<file path="src/core/dio_pkg.sv">
package dio_pkg;
    localparam int unsigned CLK_HZ        = 125_000_000;
    localparam int unsigned NPINS         = 7;
    localparam int unsigned MIN_LOW_NS    = 30_000;
    localparam int unsigned MIN_LOW_CYC   = (MIN_LOW_NS * (CLK_HZ / 1_000_000) + 999) / 1000;
    localparam int unsigned CNT_W         = 32;

    // register byte offsets
    localparam logic [7:0] A_FUNC   = 8'h00; // 2 bits per pin
    localparam logic [7:0] A_INV    = 8'h04;
    localparam logic [7:0] A_OVAL   = 8'h08;
    localparam logic [7:0] A_PWMEN  = 8'h0c;
    localparam logic [7:0] A_PERIOD = 8'h10;
    localparam logic [7:0] A_LOWCYC = 8'h14;
    localparam logic [7:0] A_INVAL  = 8'h18;
    localparam logic [7:0] A_STAT   = 8'h1c;
    localparam logic [7:0] A_MASK   = 8'h20;
    localparam logic [7:0] A_PROT   = 8'h24;

    localparam logic [1:0] FN_DEFAULT = 2'h0;
    localparam logic [1:0] FN_INPUT   = 2'h1;
    localparam logic [1:0] FN_OUTPUT  = 2'h2;

    localparam int unsigned ST_CLEAR  = 0; // status bit: protection cleared by pin 1
    localparam int unsigned ST_PULSE  = 1; // status bit: re-enable pulse emitted
    localparam int unsigned ST_W      = 2;

    localparam logic [31:0] PERIOD_RST = 32'h0001312d; // 1600 Hz at 125 MHz
    localparam logic [31:0] LOWCYC_RST = 32'h0000f424; // 80 %, i.e. 0.5 ms low

    typedef enum logic [1:0] { EM_IDLE, EM_LOW } dio_emit_t;

    typedef struct packed {
        logic [2*NPINS-1:0] func;
        logic [NPINS-1:0]   inv;
        logic [NPINS-1:0]   oval;
        logic [NPINS-1:0]   pwmen;
        logic [31:0]        period;
        logic [31:0]        lowcyc;
        logic [ST_W-1:0]    stat;
        logic [ST_W-1:0]    mask;
    } dio_cfg_t;

    typedef struct packed {
        logic        awvalid;
        logic [7:0]  awaddr;
        logic        wvalid;
        logic [31:0] wdata;
        logic [3:0]  wstrb;
        logic        bready;
        logic        arvalid;
        logic [7:0]  araddr;
        logic        rready;
    } dio_axi_req_t;

    typedef struct packed {
        logic        awready;
        logic        wready;
        logic        bvalid;
        logic [1:0]  bresp;
        logic        arready;
        logic        rvalid;
        logic [31:0] rdata;
        logic [1:0]  rresp;
    } dio_axi_rsp_t;
endpackage : dio_pkg

</file>
<file path="src/core/dio_pin_ctrl.sv">
// The AXI4-Lite register port and the register offsets were chosen for this implementation.
`timescale 1ns/1ps
module dio_pin_ctrl #(
    parameter int unsigned MIN_LOW = dio_pkg::MIN_LOW_CYC
) (
    input  wire logic                       aclk,        // 125 MHz clock
    input  wire logic                       aresetn,     // sync reset, active low
    input  wire dio_pkg::dio_axi_req_t      axi_req,     // axi4-lite master side
    output      dio_pkg::dio_axi_rsp_t      axi_rsp,     // axi4-lite slave side
    input  wire logic [dio_pkg::NPINS-1:0]  pin_i,       // pin level seen on the wire
    output      logic [dio_pkg::NPINS-1:0]  pin_o,       // pin drive level
    output      logic [dio_pkg::NPINS-1:0]  pin_oe,      // high while driving the pin
    input  wire logic                       prot_active, // protection state is active
    input  wire logic                       out_enable,  // power output enable
    output      logic                       prot_clear,  // one-cycle clear request
    output      logic                       irq          // level interrupt
);
    import dio_pkg::*;

    initial begin
        if (MIN_LOW < 1 || MIN_LOW >= 2**(CNT_W-1)) begin
            $error("MIN_LOW out of range");
        end
    end

    typedef struct packed {
        dio_cfg_t           cfg;
        logic [NPINS-1:0]   s1;
        logic [NPINS-1:0]   s2;
        logic [NPINS-1:0]   lvl;
        logic [CNT_W-1:0]   lowcnt;
        logic [31:0]        pwmcnt;
        logic               oen_prev;
        logic               released;
        dio_emit_t          emit;
        logic [CNT_W-1:0]   emitcnt;
        logic               clr;
        logic               aw_got;
        logic [7:0]         awaddr;
        logic               w_got;
        logic [31:0]        wdata;
        logic [3:0]         wstrb;
        logic               bvalid;
        logic [1:0]         bresp;
        logic               rvalid;
        logic [31:0]        rdata;
        logic [1:0]         rresp;
    } dio_state_t;

    dio_state_t s_q;
    dio_state_t s_d;

    // ------------------------------------------------------------------
    // pin drive
    // ------------------------------------------------------------------
    logic [NPINS-1:0] logic_val;
    logic             pwm_low;

    assign pwm_low = (s_q.pwmcnt < s_q.cfg.lowcyc);

    always_comb begin
        for (int i = 0; i < NPINS; i++) begin
            logic_val[i] = 1'b0;
            pin_oe[i]    = 1'b0;
            pin_o[i]     = 1'b1;
            if (s_q.cfg.func[2*i +: 2] == FN_OUTPUT) begin
                pin_oe[i]    = 1'b1;
                // logic 1 means the active (low) phase
                logic_val[i] = s_q.cfg.pwmen[i] ? pwm_low : s_q.cfg.oval[i];
                pin_o[i]     = logic_val[i] ^~ s_q.cfg.inv[i];
            end else if (i == 0 && s_q.cfg.func[1:0] == FN_DEFAULT) begin
                // pin 1 only drives during its pulse; otherwise the line is left to the partner
                pin_oe[i] = (s_q.emit == EM_LOW);
                pin_o[i]  = ~(s_q.emit == EM_LOW) ^ s_q.cfg.inv[i];
            end
        end
    end

    // ------------------------------------------------------------------
    // bus, clear and interrupt outputs
    // ------------------------------------------------------------------
    logic wr_fire;
    logic rd_fire;

    assign axi_rsp.awready = ~s_q.aw_got & ~s_q.bvalid;
    assign axi_rsp.wready  = ~s_q.w_got & ~s_q.bvalid;
    assign axi_rsp.bvalid  = s_q.bvalid;
    assign axi_rsp.bresp   = s_q.bresp;
    assign axi_rsp.arready = ~s_q.rvalid;
    assign axi_rsp.rvalid  = s_q.rvalid;
    assign axi_rsp.rdata   = s_q.rdata;
    assign axi_rsp.rresp   = s_q.rresp;
    assign wr_fire         = s_q.aw_got & s_q.w_got & ~s_q.bvalid;
    assign rd_fire         = axi_req.arvalid & ~s_q.rvalid;
    assign prot_clear      = s_q.clr;
    assign irq             = |(s_q.cfg.stat & s_q.cfg.mask);

    // ------------------------------------------------------------------
    // next state
    // ------------------------------------------------------------------
    function automatic logic [31:0] merge(input logic [31:0] old, input logic [31:0] nw,
                                          input logic [3:0] be);
        logic [31:0] r;
        r = old;
        for (int b = 0; b < 4; b++) begin
            if (be[b]) begin
                r[8*b +: 8] = nw[8*b +: 8];
            end
        end
        return r;
    endfunction : merge

    always_comb begin
        logic [NPINS-1:0] pin_lvl;
        logic [ST_W-1:0]  ev;
        logic [31:0]      wv;
        logic             p1_clr_mode;
        logic             rd_hit;
        pin_lvl     = '0;
        ev          = '0;
        wv          = '0;
        rd_hit      = 1'b0;
        s_d         = s_q;
        s_d.clr     = 1'b0;
        p1_clr_mode = (s_q.cfg.func[1:0] == FN_DEFAULT);

        // input path: two-flop synchroniser, then polarity
        s_d.s1  = pin_i;
        s_d.s2  = s_q.s1;
        pin_lvl = s_q.s2 ^ s_q.cfg.inv;
        s_d.lvl = pin_lvl;

        // pin 1 low-time measurement; pulse accepted at the rising edge that ends it
        if (!pin_lvl[0]) begin
            if (s_q.lowcnt != '1) begin
                s_d.lowcnt = s_q.lowcnt + 1'b1;
            end
        end else begin
            s_d.lowcnt = '0;
            if (p1_clr_mode && prot_active && s_q.emit == EM_IDLE
                && s_q.lowcnt >= CNT_W'(MIN_LOW)) begin
                s_d.clr       = 1'b1;
                ev[ST_CLEAR]  = 1'b1;
            end
        end

        // pwm period counter
        if (s_q.pwmcnt + 32'h1 >= s_q.cfg.period) begin
            s_d.pwmcnt = '0;
        end else begin
            s_d.pwmcnt = s_q.pwmcnt + 32'h1;
        end

        // re-enable pulse on pin 1
        s_d.oen_prev = out_enable;
        // the clear is issued while protection is still up, so it is remembered
        // until the re-enable pulse starts
        if (s_q.clr) begin
            s_d.released = 1'b1;
        end
        case (s_q.emit)
            EM_IDLE: begin
                if (p1_clr_mode && s_q.released && !prot_active
                    && out_enable && !s_q.oen_prev) begin
                    s_d.emit     = EM_LOW;
                    s_d.emitcnt  = '0;
                    s_d.released = 1'b0;
                    ev[ST_PULSE] = 1'b1;
                end
            end
            EM_LOW: begin
                s_d.emitcnt = s_q.emitcnt + 1'b1;
                if (s_q.emitcnt + 1'b1 >= CNT_W'(MIN_LOW)) begin
                    s_d.emit = EM_IDLE;
                end
            end
            default: s_d.emit = EM_IDLE;
        endcase

        // axi write channel
        if (axi_req.awvalid && axi_rsp.awready) begin
            s_d.aw_got = 1'b1;
            s_d.awaddr = axi_req.awaddr;
        end
        if (axi_req.wvalid && axi_rsp.wready) begin
            s_d.w_got = 1'b1;
            s_d.wdata = axi_req.wdata;
            s_d.wstrb = axi_req.wstrb;
        end
        if (wr_fire) begin
            s_d.aw_got = 1'b0;
            s_d.w_got  = 1'b0;
            s_d.bvalid = 1'b1;
            s_d.bresp  = 2'b00;
            wv         = s_q.wdata;
            case (s_q.awaddr)
                A_FUNC:   s_d.cfg.func   = merge(32'(s_q.cfg.func), wv, s_q.wstrb)
                                           [2*NPINS-1:0];
                A_INV:    s_d.cfg.inv    = merge(32'(s_q.cfg.inv), wv, s_q.wstrb)[NPINS-1:0];
                A_OVAL:   s_d.cfg.oval   = merge(32'(s_q.cfg.oval), wv, s_q.wstrb)[NPINS-1:0];
                A_PWMEN:  s_d.cfg.pwmen  = merge(32'(s_q.cfg.pwmen), wv, s_q.wstrb)[NPINS-1:0];
                A_PERIOD: s_d.cfg.period = merge(s_q.cfg.period, wv, s_q.wstrb);
                A_LOWCYC: s_d.cfg.lowcyc = merge(s_q.cfg.lowcyc, wv, s_q.wstrb);
                A_MASK:   s_d.cfg.mask   = merge(32'(s_q.cfg.mask), wv, s_q.wstrb)[ST_W-1:0];
                A_INVAL, A_STAT, A_PROT: ;
                default:  s_d.bresp = 2'b10;
            endcase
        end
        if (s_q.bvalid && axi_req.bready) begin
            s_d.bvalid = 1'b0;
        end

        // axi read channel
        if (rd_fire) begin
            s_d.rvalid = 1'b1;
            s_d.rresp  = 2'b00;
            s_d.rdata  = '0;
            case (axi_req.araddr)
                A_FUNC:   s_d.rdata = 32'(s_q.cfg.func);
                A_INV:    s_d.rdata = 32'(s_q.cfg.inv);
                A_OVAL:   s_d.rdata = 32'(s_q.cfg.oval);
                A_PWMEN:  s_d.rdata = 32'(s_q.cfg.pwmen);
                A_PERIOD: s_d.rdata = s_q.cfg.period;
                A_LOWCYC: s_d.rdata = s_q.cfg.lowcyc;
                A_INVAL:  s_d.rdata = 32'(s_q.lvl);
                A_STAT: begin
                    s_d.rdata = 32'(s_q.cfg.stat);
                    rd_hit    = 1'b1;
                end
                A_MASK:   s_d.rdata = 32'(s_q.cfg.mask);
                A_PROT:   s_d.rdata = {30'h0, s_q.emit == EM_LOW, prot_active};
                default:  s_d.rresp = 2'b10;
            endcase
        end
        if (s_q.rvalid && axi_req.rready) begin
            s_d.rvalid = 1'b0;
        end

        // sticky status: read clears, a new event in the same cycle survives
        s_d.cfg.stat = (rd_hit ? '0 : s_q.cfg.stat) | ev;
    end

    // ------------------------------------------------------------------
    // state register
    // ------------------------------------------------------------------
    always_ff @(posedge aclk) begin
        if (!aresetn) begin
            s_q            <= '0;
            s_q.s1         <= '1;
            s_q.s2         <= '1;
            s_q.lvl        <= '1;
            s_q.cfg.period <= PERIOD_RST;
            s_q.cfg.lowcyc <= LOWCYC_RST;
            s_q.emit       <= EM_IDLE;
        end else begin
            s_q <= s_d;
        end
    end
endmodule : dio_pin_ctrl

</file>
<file path="config.mk">
export PLATFORM = sky130hd
export DESIGN_NAME = dio_pin_ctrl
export DESIGN_NICKNAME = d
export VERILOG_FILES = /design/src/core/dio_pkg.sv /design/src/core/dio_pin_ctrl.sv
export SDC_FILE = /design/constraint.sdc
export NUM_CORES = 1
export LEC_CHECK = 0
export BUFFER_PORTS_ARGS = -buffer_cell sky130_fd_sc_hd__buf_2
export CAP_MARGIN = 20
export CORE_MARGIN = 10
export CORE_UTILIZATION = 45
export CTS_CLUSTER_SIZE = 28
export DETAILED_ROUTE_END_ITERATION = 6
export GPL_TIMING_DRIVEN = 0
export PLACE_DENSITY_LB_ADDON = 0.3
export SLEW_MARGIN = 15
export SYNTH_ARGS = -nofsm -noshare
export SYNTH_HDL_FRONTEND = slang
export SYNTH_SLANG_ARGS = --single-unit
</file>
<file path="constraint.sdc">
create_clock -name aclk -period 8.64 [get_ports aclk]
set_input_delay 0.432 -clock aclk [delete_from_list [all_inputs] [get_ports aclk]]
set_output_delay 0.432 -clock aclk [all_outputs]
set_load 0.01 [all_outputs]
</file>
== Word-level counts from Yosys, hierarchy flattened ==
Cells that the tools add are included.

* Flip-flop bits (word level): 309
* Input bits: 68
* Word-level logic and storage cells: 174

* Add/sub/neg operators: 3
* Order comparisons: 4
* Equality and inequality tests: 29
* Mux-type cells: 39
* Bitwise logic cells: 22
* Reduce and logical (&&, ||, !) cells: 42

{| class="wikitable"
|+ Operators with widths
! kind !! number
|-
| 32-bit case mux with 10 select lines || 1
|-
| 32-bit by 1-bit adder with 32-bit output, second input constant || 3
|-
| 8-bit by 5-bit equality test with 1-bit output, second input constant || 8
|-
| 32-bit by 12-bit greater-or-equal comparator with 1-bit output, second input constant || 2
|-
| 32-bit case mux with 2 select lines || 1
|-
| 3-bit AND reduction || 14
|-
| 35-bit two-way mux || 1
|-
| 8-bit by 4-bit equality test with 1-bit output, second input constant || 4
|-
| 8-bit by 6-bit equality test with 1-bit output, second input constant || 4
|-
| 32-bit greater-or-equal comparator || 1
|-
| 32-bit less-than comparator || 1
|-
| 32-bit inequality test, second input constant || 1
|-
| 1-bit two-way mux || 31
|-
| 10-bit OR reduction || 2
|-
| 8-bit by 3-bit equality test with 1-bit output, second input constant || 2
|-
| 8-bit zero test || 2
|-
| 2-bit equality test, second input constant || 7
|-
| 2-bit OR reduction || 6
|-
| 1-bit logical AND || 11
|-
| 2-bit two-way mux || 4
|-
| 1-bit bitwise XNOR || 7
|-
| 7-bit bitwise XOR || 1
|-
| 1-bit NOT || 6
|-
| 1-bit AND || 5
|-
| 11 further kinds || 14
|}

== Depth between registers and ports, before layout ==
* Depth after elaboration: 8
* Gate-level depth with buffers: 15

== Worst setup path after synthesis ==
No wires, ideal clock.

* Kind: register to register
* Start point: register s_q[121] in the netlist's numbering
* End point: register s_q[144] in the netlist's numbering
* Library setup time: 0.128 ns
* Arrival: 2.913 ns
* Required time: 8.512 ns
* Setup slack: 5.599 ns
* Cell stages (with the launch flop): 14
* Buffers on the path: 1
* Clock period less this slack: 3.041 ns
* Path through: dfxtp_1 -> ha_1 -> and3_1 -> nand2_1 -> nor3_1 -> nand3_1 -> xnor2_1 -> ha_1 -> nand4_1 -> or4_1 -> nand3_1 -> a211o_1 -> clkbuf_1 -> nor2b_1

* Cells in the longest elaborated chain, start to end: 3

{| class="wikitable"
|+ Ends and longest elaborated chain
! item !! RTL line !! text
|-
| start: declaration || dio_pin_ctrl.sv:50 || <nowiki>dio_state_t s_q;</nowiki>
|-
| 32-bit by 1-bit adder with 32-bit output (*) || dio_pin_ctrl.sv:148, dio_pin_ctrl.sv:151 ||
|-
| 32-bit greater-or-equal comparator || dio_pin_ctrl.sv:148 || <nowiki>if (s_q.pwmcnt + 32'h1 >= s_q.cfg.period) begin</nowiki>
|-
| 2-bit OR reduction (no source line) || -- ||
|}

Mark *: on every way between the ends. The rest lies on a longest branch, timed or not.
A chain may end at the register's enable or synchronous reset.

== Worst setup path in the final report ==
* Start point: register s_q[123] in the netlist's numbering
* End point: register s_q[151] in the netlist's numbering

Same word-level chain as after synthesis.

==> summary.md <==
| Metric | Value |
|---|---|
| Commonest non-fill, non-tap cell in the layout | dfxtp_1 |
| Slew @ Worst Pin | 1060 ps |
| NumNets Final | 2,090 |
| Clk root buf | clkbuf_16 |
| Largest net degree at the start of global routing | 14 |
| Site Rows | 67 |
| CTS Buffer Depth | 3 |
| FMAX | 0.255 GHz |
| Largest cells by area after synthesis | dfxtp_1 41%, mux2i_1 6.9%, nor2_1 6.0% |
| Vias in the first global route | 12.9k |
| DP Worst Slack | 4760 ps |
| Setup_tns | 0 ps |
| Final non-filler cell total | 2,424 |
| DRC errors left | 0 |
| Most frequent cells in the layout | 306 x dfxtp_1, 242 x nor2_1, 180 x nand2_1 |
| Total gr overflow | 0 |
| Final HPWL DP | 32,100 um |
| Status | completed |
| Die Span X | 203 um |
| Final hold vios | 0 |
| Initial Util | 0.454 |
| Worst Hold Depth | 2 |
| Clock latency on the worst-skew pair | 520 ps |
| Post-DP Area | 0.0163 mm^2 |
| I/O pin cnt | 125 |
| Post-synth EDFFs | 0 |
| Vias/cell | 5.46 |
| Crit-path most repeated cell | nand2_1 |
| PnR worst setup slack | 4720 ps |
| H-tree depth | 2 |
| Min-delay src | axi_req[0] |
| Cts bufs inserted | 35 |
| Core area | 0.0333 mm^2 |
| TritonRoute pass-1 iters | 5 |
| R2R setup slack | 4720 ps |
| Placer Congestion | 0.910 |
| Setup Skew | 18.3 ps |
| Hold_buf cts | 0 |
| Leak | 0.00759 uW |
| Ys Warns | 0 |
| Worst setup SP type | flip-flop |
| Area Growth Syn to Fin | 15.6% |
| Clk slew on worst S/H paths | 60 ps |
| CTS sink cnt | 306 |
| DR vias | 13.2k |
| CP Capture Type | flip-flop |
| Cell breakdown of the critical path | and3_1, and4_1, nand2_1, nor3_1, nand2_1, xnor2_1, ha_1, nand4_1, nor4_1, o21ai_0, nand3_1, a211o_1, clkbuf_1, nor2b_1 |
| Crit share post-route | 0.454 |
| Worst path slowest cell | nor4_1 |
| Crit path kind | reg -> reg |
| RR Endpoint | s_q[151] |
| Synthesized instance count | 1,794 |
| Pins over their slew limit | 0 |
| Critical Path Max Stage Delay | 440 ps |
| # setup viols final | 0 |
| Ys flop type | dfxtp_1 |
| Setup bufs post-CTS | 0 |
| R2R Path Start | s_q[123] |
| RSZ-0062 raised after global routing | no |
| Max cap viols | 0 |
| Synthesized area per cell | 8.42 um^2 |
| Synth top area share | 0.406 |
| Synth area leader | dfxtp_1 |
| Min Tclk post-route | 3920 ps |
| Share of layout cells above drive strength 1 | 0.124 |
| Die area | 0.0413 mm^2 |
| Final instance area | 0.0175 mm^2 |
| Initial antenna violation count | 2 |
| CP Max Fanout | 10 |
| Crit path DAT | 4310 ps |
| Reg2reg path depth | 14 |
| Port bufs | 122 |
| Worst Hold End | axi_rsp[34] |
| Die Span Y | 203 um |
| Critical Path RT | 9030 ps |
| Wire per inst | 17.7 um |
| Async set-or-reset flop fraction in the synthesized netlist | 0 |
| Inst Count DP | 2,365 |
| Hold Crit Class | in -> reg |
| Routed WL | 42,800 um |
| ANT nets after route | 0 |
| Maximum vdd ir drop | 0.136 mV |
| Starting DRT DRC Count | 862 |
| Slew HR | 0.286 |
| Seq/Total Area, Yosys | 0.406 |
| Netlist cell types | 71 |
| Hold_ws | 91.8 ps |
| Post-synthesis register bit count | 306 |
| PD cells | 179 mW/mm^2 |
| Syn Std Cell Area | 0.0151 mm^2 |
| CTS tree | done |
| First-pass GRT wire length | 68,100 um |
| Post-CTS Resized | 0 |
| Total track usage | 0.202 |
power breakdown:
group,switching [uW],internal [uW],total [uW]
Combinational,92.8,44.2,137
Sequential,21.6,1430,1460
Clock,585,945,1530
Total,699,2420,3120
state kept, by name, indices dropped and copies added, names as in the netlist:
register and count:
axi_rsp 36, prot_clear 1, s_d 7, s_q 262
worst max-delay path: cells and delay by family (launching register included):
family,cells,cell delay [ps]
AND/OR/NAND/NOR,9,2120
flip-flops,1,430
buffers and inverters,1,420
AO/OA/AOI/OAI,2,390
adder cells (fa/ha/maj),1,300
XOR/XNOR,1,150
per-stage QoR:
step | utilization | power [uW]
floorplan | - | 1560
global placement | 0.489 | 1620
detailed placement | 0.489 | 1620
CTS | 0.524 | 3140
global route | 0.525 | 3220
finish | 0.525 | 3120
worst max path at each step:
| stage | startpoint | to | slack (ps) | depth (start not counted) |
|---|---|---|---|---|
| after global placement | s_q[132] | s_q[131] | 4760 | 14 |
| after floorplan | s_q[121] | s_q[144] | 5600 | 13 |
| after global routing | s_q[132] | s_q[134] | 4390 | 14 |
| after detailed placement | s_q[127] | s_q[151] | 4760 | 14 |
| final | s_q[123] | s_q[151] | 4720 | 14 |
| after CTS | s_q[123] | s_q[151] | 4720 | 14 |
layer usage:
metal	vias up	part of all wire	global-route usage	wire (um)
li1	6500	-	-	-
met1	6298	0.44	0.251	18600
met2	366	0.48	0.345	20400
met3	68	0.062	0.0381	2660
met4	2	0.026	0.0655	1100
met5	-	0.00026	0	11
final cells by class:
| type | instances | area (um^2) |
|---|---|---|
| Antenna cell | 1 | 2.50 |
| Buffer | 125 | 639 |
| Clock buffer | 47 | 1020 |
| Clock inverter | 11 | 155 |
| Fill cell | 3157 | 15800 |
| Inverter | 85 | 319 |
| Multi-Input combinational cell | 1279 | 8020 |
| Sequential cell | 306 | 6130 |
| Tap cell | 448 | 561 |
| Timing Repair Buffer | 122 | 611 |
cell families (layout without fill, tap and decap cells):
kind of cell	Yosys count	after routing	synth area share
AND/OR/NAND/NOR	722	722	0.231
flip-flops	306	306	0.406
AO/OA/AOI/OAI	300	300	0.125
buffers and inverters	210	390	0.0635
multiplexers	107	107	0.0719
XOR/XNOR	80	80	0.0464
adder cells (fa/ha/maj)	68	68	0.0563
other	1	3	0.000248
synth_stat cells (4+ instances only):
master and count:
clkbuf_1 74, xnor2_1 44, a21oi_1 133, nor3_1 37
ha_1 68, and2_1 9, xor2_1 36, buf_2 4
and3_1 20, o21ai_0 35, nor4_1 14, inv_1 83
and4_1 15, a211oi_1 10, or4_1 4, nor2_1 242
dfxtp_1 306, nand4_1 41, nand2_1 180, o21a_1 8
a222oi_1 14, nand3b_1 9, nor2b_1 46, buf_4 42
or2_2 4, nand3_1 56, or3_1 6, a31oi_1 11
mux2i_1 104, buf_1 4, nand2b_1 20, a21o_1 25
a22oi_1 32, a311oi_1 4, a221oi_1 4
(Power assumes the default switching activity.)
